**src/rtl/pwm_glue_defs.vh**
```
// Constants for the PWM trigger, sync and fault routing glue
`ifndef PWM_GLUE_DEFS_VH
`define PWM_GLUE_DEFS_VH

// Module population
`define PWM_MODULE_COUNT      9
`define PWM_FINE_EDGE_MASK    9'h0ff

// Pulse stretch lengths in high-speed peripheral clock cycles
`define SYNC_STRETCH_CYCLES   6'h08
`define TRIG_STRETCH_CYCLES   6'h20
`define STRETCH_CNT_WIDTH     6

// General fault bus layout
`define FAULT_BUS_WIDTH       15
`define FAULT_PIN_COUNT       12
`define FAULT_PIN_LSB         0
`define FAULT_PIN_MSB         11
`define FAULT_RAM_DBE_BIT     12
`define FAULT_IRQ_EXP_BIT     13
`define FAULT_SPARE_BIT       14

// Shutdown-zone bus layout
`define ZONE_BUS_WIDTH        6
`define ZONE_PIN_LSB          0
`define ZONE_PIN_MSB          2
`define ZONE_ENCODER_BIT      3
`define ZONE_CLOCK_LOSS_BIT   4
`define ZONE_DEBUG_HALT_BIT   5

// Pin used as the external sync source
`define SYNC_PIN_BIT          0

`endif

```
**src/rtl/pwm_trigger_sync_routing.v**
```verilog
// Glue routing sync, faults, triggers and interrupts around nine PWM modules
//
// Contract
// - First module sync out is stretched to 8 clock cycles toward pin mux.
// - Nine trigger A outputs ORed, stretched to 32 cycles, one merged output.
// - Nine trigger B outputs ORed, stretched to 32 cycles, one merged output.
// - Fifteen fault lines: twelve pin faults, RAM error, expander error, one spare held low.
// - Six zone inputs from pin faults 1-3, encoder, clock loss, debug halt.
// - Sync sources are pin fault line one and the timebase clock sync bit.
// - All eighteen individual triggers also go unmerged to the ADC side.
// - Each module drives own event and shutdown interrupt to the expander.
// - Modules one to eight have fine edge placement; module nine standard.
`include "pwm_glue_defs.vh"

module pwm_trigger_sync_routing
(
	// Clock and reset
	input  wire                          mclk_i,
	input  wire                          nrst_i,

	// Pin fault lines from the pin fault multiplexer (asynchronous)
	input  wire [`FAULT_PIN_COUNT-1:0]   mux_pin_fault_line_i,

	// On-chip fault and status sources (same clock)
	input  wire                          ram_double_bit_error_i,
	input  wire                          interrupt_expander_error_i,
	input  wire                          encoder_error_i,
	input  wire                          clock_loss_flag_i,
	input  wire                          debug_halt_i,
	input  wire                          timebase_clock_sync_i,

	// Outputs of the nine PWM modules
	input  wire                          first_module_sync_out_i,
	input  wire [`PWM_MODULE_COUNT-1:0]  conv_trigger_a_i,
	input  wire [`PWM_MODULE_COUNT-1:0]  conv_trigger_b_i,
	input  wire [`PWM_MODULE_COUNT-1:0]  pwm_event_irq_i,
	input  wire [`PWM_MODULE_COUNT-1:0]  pwm_shutdown_irq_i,

	// Inputs delivered to every PWM module
	output wire                          external_sync_in_o,
	output wire                          timebase_clock_sync_o,
	output wire [`FAULT_BUS_WIDTH-1:0]   fault_lines_o,
	output wire [`ZONE_BUS_WIDTH-1:0]    shutdown_zone_input_o,
	output wire [`PWM_MODULE_COUNT-1:0]  fine_edge_pwm_o,

	// Toward the pin fault multiplexer
	output wire                          stretched_sync_out_o,
	output wire                          merged_conv_trigger_a_out_o,
	output wire                          merged_conv_trigger_b_out_o,

	// Toward the analog subsystem
	output wire [`PWM_MODULE_COUNT-1:0]  adc_trigger_a_o,
	output wire [`PWM_MODULE_COUNT-1:0]  adc_trigger_b_o,

	// Toward the interrupt expander
	output wire [`PWM_MODULE_COUNT-1:0]  event_irq_o,
	output wire [`PWM_MODULE_COUNT-1:0]  shutdown_irq_o
);

	////////////////////////////////////////////////////////////////////////////
	// Helpers

	// OR reduce of one trigger group, used for both A and B
	function any_high;
		input [`PWM_MODULE_COUNT-1:0] vec;
		begin
			any_high = |vec;
		end
	endfunction

	////////////////////////////////////////////////////////////////////////////
	// Pin synchroniser

	reg  [`FAULT_PIN_COUNT-1:0]  pin_meta_reg;
	reg  [`FAULT_PIN_COUNT-1:0]  pin_sync_reg;

	// Pin faults come from another domain; first stage feeds only the second
	always @(posedge mclk_i or negedge nrst_i)
	begin
		if (!nrst_i)
		begin
			pin_meta_reg <= {`FAULT_PIN_COUNT{1'b0}};
			pin_sync_reg <= {`FAULT_PIN_COUNT{1'b0}};
		end
		else
		begin
			pin_meta_reg <= mux_pin_fault_line_i;
			pin_sync_reg <= pin_meta_reg;
		end
	end

	////////////////////////////////////////////////////////////////////////////
	// Fault, zone and sync routing

	reg  [`FAULT_BUS_WIDTH-1:0]  fault_reg;
	reg  [`FAULT_BUS_WIDTH-1:0]  fault_next;
	reg  [`ZONE_BUS_WIDTH-1:0]   zone_reg;
	reg  [`ZONE_BUS_WIDTH-1:0]   zone_next;
	reg                          ext_sync_reg;
	reg                          tb_sync_reg;

	// General fault bus; the spare line is held inactive
	always @*
	begin
		fault_next = {`FAULT_BUS_WIDTH{1'b0}};
		fault_next[`FAULT_PIN_MSB:`FAULT_PIN_LSB] = pin_sync_reg;
		fault_next[`FAULT_RAM_DBE_BIT] = ram_double_bit_error_i;
		fault_next[`FAULT_IRQ_EXP_BIT] = interrupt_expander_error_i;
	end

	// Shutdown-zone bus
	always @*
	begin
		zone_next = {`ZONE_BUS_WIDTH{1'b0}};
		zone_next[`ZONE_PIN_MSB:`ZONE_PIN_LSB] = pin_sync_reg[`ZONE_PIN_MSB:`ZONE_PIN_LSB];
		zone_next[`ZONE_ENCODER_BIT] = encoder_error_i;
		zone_next[`ZONE_CLOCK_LOSS_BIT] = clock_loss_flag_i;
		zone_next[`ZONE_DEBUG_HALT_BIT] = debug_halt_i;
	end

	// Registered so each module sees the same edge of every source
	always @(posedge mclk_i or negedge nrst_i)
	begin
		if (!nrst_i)
		begin
			fault_reg    <= {`FAULT_BUS_WIDTH{1'b0}};
			zone_reg     <= {`ZONE_BUS_WIDTH{1'b0}};
			ext_sync_reg <= 1'b0;
			tb_sync_reg  <= 1'b0;
		end
		else
		begin
			fault_reg    <= fault_next;
			zone_reg     <= zone_next;
			ext_sync_reg <= pin_sync_reg[`SYNC_PIN_BIT];
			tb_sync_reg  <= timebase_clock_sync_i;
		end
	end

	assign fault_lines_o         = fault_reg;
	assign shutdown_zone_input_o = zone_reg;
	assign external_sync_in_o    = ext_sync_reg;
	assign timebase_clock_sync_o = tb_sync_reg;

	////////////////////////////////////////////////////////////////////////////
	// Resolution capability

	reg  [`PWM_MODULE_COUNT-1:0] fine_edge_reg;

	// Only modules one to eight carry the fine edge stage
	always @(posedge mclk_i or negedge nrst_i)
	begin
		if (!nrst_i)
			fine_edge_reg <= `PWM_FINE_EDGE_MASK;
		else
			fine_edge_reg <= `PWM_FINE_EDGE_MASK;
	end

	assign fine_edge_pwm_o = fine_edge_reg;

	////////////////////////////////////////////////////////////////////////////
	// Per-module fan-out to the ADC side and the interrupt expander

	reg  [`PWM_MODULE_COUNT-1:0] adc_a_reg;
	reg  [`PWM_MODULE_COUNT-1:0] adc_b_reg;
	reg  [`PWM_MODULE_COUNT-1:0] evt_irq_reg;
	reg  [`PWM_MODULE_COUNT-1:0] sd_irq_reg;

	genvar m;
	generate
		for (m = 0; m < `PWM_MODULE_COUNT; m = m + 1)
		begin : g_fanout
			// One flop per line keeps every module's path the same length
			always @(posedge mclk_i or negedge nrst_i)
			begin
				if (!nrst_i)
				begin
					adc_a_reg[m]   <= 1'b0;
					adc_b_reg[m]   <= 1'b0;
					evt_irq_reg[m] <= 1'b0;
					sd_irq_reg[m]  <= 1'b0;
				end
				else
				begin
					adc_a_reg[m]   <= conv_trigger_a_i[m];
					adc_b_reg[m]   <= conv_trigger_b_i[m];
					evt_irq_reg[m] <= pwm_event_irq_i[m];
					sd_irq_reg[m]  <= pwm_shutdown_irq_i[m];
				end
			end
		end
	endgenerate

	assign adc_trigger_a_o = adc_a_reg;
	assign adc_trigger_b_o = adc_b_reg;
	assign event_irq_o     = evt_irq_reg;
	assign shutdown_irq_o  = sd_irq_reg;

	////////////////////////////////////////////////////////////////////////////
	// Stretchers toward the pin multiplexer

	wire                         trig_a_any;
	wire                         trig_b_any;

	// Merge is combinational; the stretcher supplies the output flop
	assign trig_a_any = any_high(conv_trigger_a_i);
	assign trig_b_any = any_high(conv_trigger_b_i);

	// Sync out is short at the source; widen so the pin can see it
	pulse_stretch
	#(
		.LEN (`SYNC_STRETCH_CYCLES)
	)
	u_sync_stretch
	(
		.mclk_i      (mclk_i),
		.nrst_i      (nrst_i),
		.pulse_i     (first_module_sync_out_i),
		.stretched_o (stretched_sync_out_o)
	);

	// Merged trigger A
	pulse_stretch
	#(
		.LEN (`TRIG_STRETCH_CYCLES)
	)
	u_trig_a_stretch
	(
		.mclk_i      (mclk_i),
		.nrst_i      (nrst_i),
		.pulse_i     (trig_a_any),
		.stretched_o (merged_conv_trigger_a_out_o)
	);

	// Merged trigger B
	pulse_stretch
	#(
		.LEN (`TRIG_STRETCH_CYCLES)
	)
	u_trig_b_stretch
	(
		.mclk_i      (mclk_i),
		.nrst_i      (nrst_i),
		.pulse_i     (trig_b_any),
		.stretched_o (merged_conv_trigger_b_out_o)
	);

endmodule // pwm_trigger_sync_routing

```
**src/rtl/pulse_stretch.v**
```verilog
// Retriggerable pulse stretcher with a registered output
`include "pwm_glue_defs.vh"

module pulse_stretch
#(
	parameter [`STRETCH_CNT_WIDTH-1:0] LEN = `SYNC_STRETCH_CYCLES
)
(
	// Clock and reset
	input  wire mclk_i,
	input  wire nrst_i,
	// Pulse in and stretched pulse out
	input  wire pulse_i,
	output wire stretched_o
);

	reg  [`STRETCH_CNT_WIDTH-1:0] cnt_reg;
	reg  [`STRETCH_CNT_WIDTH-1:0] cnt_next;
	reg                           out_reg;

	// Any high input cycle reloads, so output runs LEN cycles past the last one
	always @*
	begin
		if (pulse_i)
			cnt_next = LEN;
		else if (cnt_reg != {`STRETCH_CNT_WIDTH{1'b0}})
			cnt_next = cnt_reg - {{(`STRETCH_CNT_WIDTH-1){1'b0}}, 1'b1};
		else
			cnt_next = cnt_reg;
	end

	// Output taken from next count so it rises one edge after the input
	always @(posedge mclk_i or negedge nrst_i)
	begin
		if (!nrst_i)
		begin
			cnt_reg <= {`STRETCH_CNT_WIDTH{1'b0}};
			out_reg <= 1'b0;
		end
		else
		begin
			cnt_reg <= cnt_next;
			out_reg <= (cnt_next != {`STRETCH_CNT_WIDTH{1'b0}});
		end
	end

	assign stretched_o = out_reg;

endmodule // pulse_stretch

```
**config.mk**
```make
export PLATFORM = sky130hd
export DESIGN_NAME = pwm_trigger_sync_routing
export DESIGN_NICKNAME = d
export VERILOG_FILES = /design/src/rtl/pwm_trigger_sync_routing.v /design/src/rtl/pulse_stretch.v
export VERILOG_INCLUDE_DIRS = /design/src /design/src/rtl
export SDC_FILE = /design/constraint.sdc
export NUM_CORES = 1
export LEC_CHECK = 0
export BUFFER_PORTS_ARGS = -buffer_cell sky130_fd_sc_hd__buf_2
export CORE_MARGIN = 8
export CORE_UTILIZATION = 51
export CTS_CLUSTER_DIAMETER = 30
export DETAILED_ROUTE_END_ITERATION = 12
export HOLD_SLACK_MARGIN = 0.03
export PLACE_DENSITY = 0.82
export SYNTH_ARGS = -nofsm -noshare
export SYNTH_HDL_FRONTEND = slang
export SYNTH_HIERARCHICAL = 1
export SYNTH_SLANG_ARGS = --single-unit
```
**constraint.sdc**
```tcl
create_clock -name mclk_i -period 4.1 [get_ports mclk_i]
set_input_delay 0.205 -clock mclk_i [delete_from_list [all_inputs] [get_ports mclk_i]]
set_output_delay 0.205 -clock mclk_i [all_outputs]
set_load 0.05 [all_outputs]
```
==> results.py <==
metrics = {
    "sta": {
        "period_share_pct": 45.1,
        "tightestPinTransition_ns": 0.696,
        "hold_ws_ns": 0.0911,
        "rsz0062_at_grt": "false",
        "drv_slew": 0,
        "finalClockSkew_ns": 0.00952,
        "min_period_ns": 1.85,
        "max_freq_mhz": 541,
        "finalSetupViolations": 0,
        "maxSlewHeadroom_pct": 53.6,
        "tns_ns": 0,
        "hold_viol": 0,
    },
    "place": {
        "dp.cells": 416,
        "portBuffers": 117,
        "dp_hpwl_um": 5160,
        "gp_congestion": 0.797,
    },
    "synth": {
        "netlist_area_mm2": 0.00332,
        "async_reset_ff_share_pct": 100,
        "yosysSeqAreaShare_pct": 74.6,
        "ys_warn_count": 6,
        "synth_edf_count": 0,
        "synth_cells": 228,
        "syn_area_per_cell_um2": 14.6,
        "synth_seq_cells": 99,
        "ys_types": 37,
        "synthFlopType": "dfrtp_1",
    },
    "clock_network": {
        "path_clk_slew_ns": 0.10,
        "cts.htree.levels": 3,
        "cts_sinks": 99,
        "cts_buffers": 9,
        "tritoncts": "built",
        "clk_latency_ns": 0.35,
        "cts_resized": 0,
        "cts_root_buf": "clkbuf_8",
        "clockBufferDepth": 2,
    },
    "detailed_routing": {
        "dr.pass1.iters": 4,
        "drc": 0,
        "routed_wl_um": 8020,
        "routed_via_density": 4.73,
        "vias": 2309,
        "post_drt_wl_per_cell_um": 16.4,
        "drt-initial-drc-count": 57,
        "drtAntennaViolNets": 0,
    },
    "worst_setup_path": {
        "cp_slowest_cell": "dlygate4sd3_1",
        "critPathLaunchType": "primary input",
        "max_stage_delay_ns": 0.55,
        "path_max_fanout": 8,
        "worstPathRequired_ns": 4.33,
        "critPathKind": "in -> reg",
        "critPathArrivalTime_ns": 2.07,
        "crit_chain": "dlygate4sd3_1 -> buf_2 -> nor4_1 -> nand3_1 -> a2111oi_1 -> o21ai_1",
        "endpoint_kind": "flip-flop",
    },
    "pwr": {
        "combPwrFrac_pct": 19.2,
        "power_density_mw_per_mm2": 455,
        "clock_power_share_pct": 30.7,
        "power_frac_seq_pct": 50.1,
        "p_switching_w": 0.000625,
        "p_leak_nw": 2.28,
        "cell_internal_pwr_w": 0.00151,
        "p_sw_share_pct": 29.3,
        "peakVddDrop_mv": 0.341,
    },
    "flow_run": {
        "cap_violations": 0,
    },
    "final_layout": {
        "drive_gt1_share_pct": 34.4,
        "final_nets": 468,
        "fin_cells": 488,
        "area_growth_pct": 41.4,
    },
    "global_route": {
        "track_usage_pct": 17.8,
        "grt_pass1_wl_um": 13200,
        "antenna_found_initial": 1,
        "grt_pass1_vias": 2618,
        "grt.overflow.total": 0,
        "grt_max_degree": 58,
    },
    "floorplanning": {
        "die_w_um": 96.7,
        "die_y_um": 96.7,
        "boundaryPins": 128,
        "initial_core_util_pct": 52.6,
        "core-area_mm2": 0.00631,
        "num_rows": 29,
        "dieArea_mm2": 0.00935,
    },
    "min_path": {
        "hp-class": "in -> reg",
    },
    "outcome": {
        "status": "completed",
    },
}
==> layout by cell type, fill, tap and decap left out, types with 10 or more instances in the layout <==
| cell type | n |
|---|---|
| nor2_1 | 18 |
| dfrtp_1 | 99 |
| dlygate4sd3_1 | 55 |
| xnor2_1 | 10 |
| clkbuf_8 | 11 |
| buf_2 | 116 |
| conb_1 | 10 |
| nor3_1 | 14 |
==> synthesized netlist by cell type (3+ instances only) <==
library cell / instances / area share (%)
a21oi_1: 4 / 0.60
buf_4: 14 / 3.2
dfrtp_1: 99 / 75
ha_1: 6 / 2.3
inv_1: 6 / 0.68
nand2_1: 6 / 0.68
nor2_1: 18 / 2.0
nor2b_1: 3 / 0.57
nor3_1: 14 / 2.1
nor4_1: 4 / 0.75
or3_1: 4 / 0.75
xnor2_1: 10 / 2.6
==> per-stage QoR <==
stage / area (um^2) / total power (W) / setup slack [ns] / utilization [%]
6_report: 4700 / 0.00214 / 2.25 / 74.4
5_1_grt: 4700 / 0.00224 / 2.16 / 74.4
4_1_cts: 4690 / 0.00215 / 2.26 / 74.3
3_5_place_dp: 3930 / 0.00145 / 2.30 / 62.2
3_3_place_gp: 3930 / 0.00144 / 2.32 / 62.2
2_1_floorplan: 3350 / 0.00136 / 2.38 / -
==> path summary, 6_finish.rpt <==
check,start,slack (ns),cells past startpoint,end
min in group asynchronous,nrst_i,0.44,2,adc_trigger_b_o[1]
max reg2reg,u_trig_a_stretch/cnt_reg[3],2.28,4,u_trig_a_stretch/stretched_o
max,conv_trigger_b_i[2],2.25,6,u_trig_b_stretch/stretched_o
max in group asynchronous,nrst_i,2.68,3,pin_meta_reg[5]
min,first_module_sync_out_i,0.09,2,u_sync_stretch/cnt_reg[1]
min reg2reg,pin_meta_reg[8],0.35,0,pin_sync_reg[8]
==> layer usage <==
| metal | GRT usage [%] | wire, um |
|---|---|---|
| met2 | 32.6 | 4380 |
| met4 | 7.46 | 116 |
| met3 | 6.26 | 487 |
| met1 | 17.6 | 3030 |
| met5 | 0 | 0 |
==> power by group through the flow <==
stage	Sequential, W	Combinational (W)	Clock, W
6_report	0.00107	0.000411	0.000655
5_1_grt	0.00108	0.000442	0.000716
4_1_cts	0.00107	0.000411	0.000671
3_5_place_dp	0.00109	0.000363	0
3_3_place_gp	0.00108	0.000352	0
2_1_floorplan	0.00119	0.000170	0
==> repair_timing <==
action	in CTS	in global routing
endpoints found under the hold margin	110	0
buffers inserted	0	0
hold buffers	55	0
==> worst max-delay path, delay by kind of cell <==
family | cells | cell delay (ns)
buf+inv | 2 | 0.69
compound gates | 2 | 0.52
simple gates | 2 | 0.65
==> kinds of logic (layout without fill, tap and decap cells) <==
logic type	count (synthesis)	after routing	share of synthesized area, %
fa+ha+maj	6	6	2.26
xor+xnor	12	12	3.17
buf+inv	21	195	4.18
flops	99	99	74.6
mux	2	2	0.753
compound gates	19	19	3.96
simple gates	67	67	10.9
other cells	2	11	0.226
==> area by class of cell <==
type | instances | area, um^2
sequential | 99 | 2480
fill | 412 | 1620
timing repair buffer | 173 | 1150
multi-input combinational | 116 | 734
clock buffer | 11 | 151
tap | 77 | 96.3
clock inverter | 5 | 65.1
inverter | 6 | 22.5
antenna | 1 | 2.50
(Power assumes the default switching activity.)
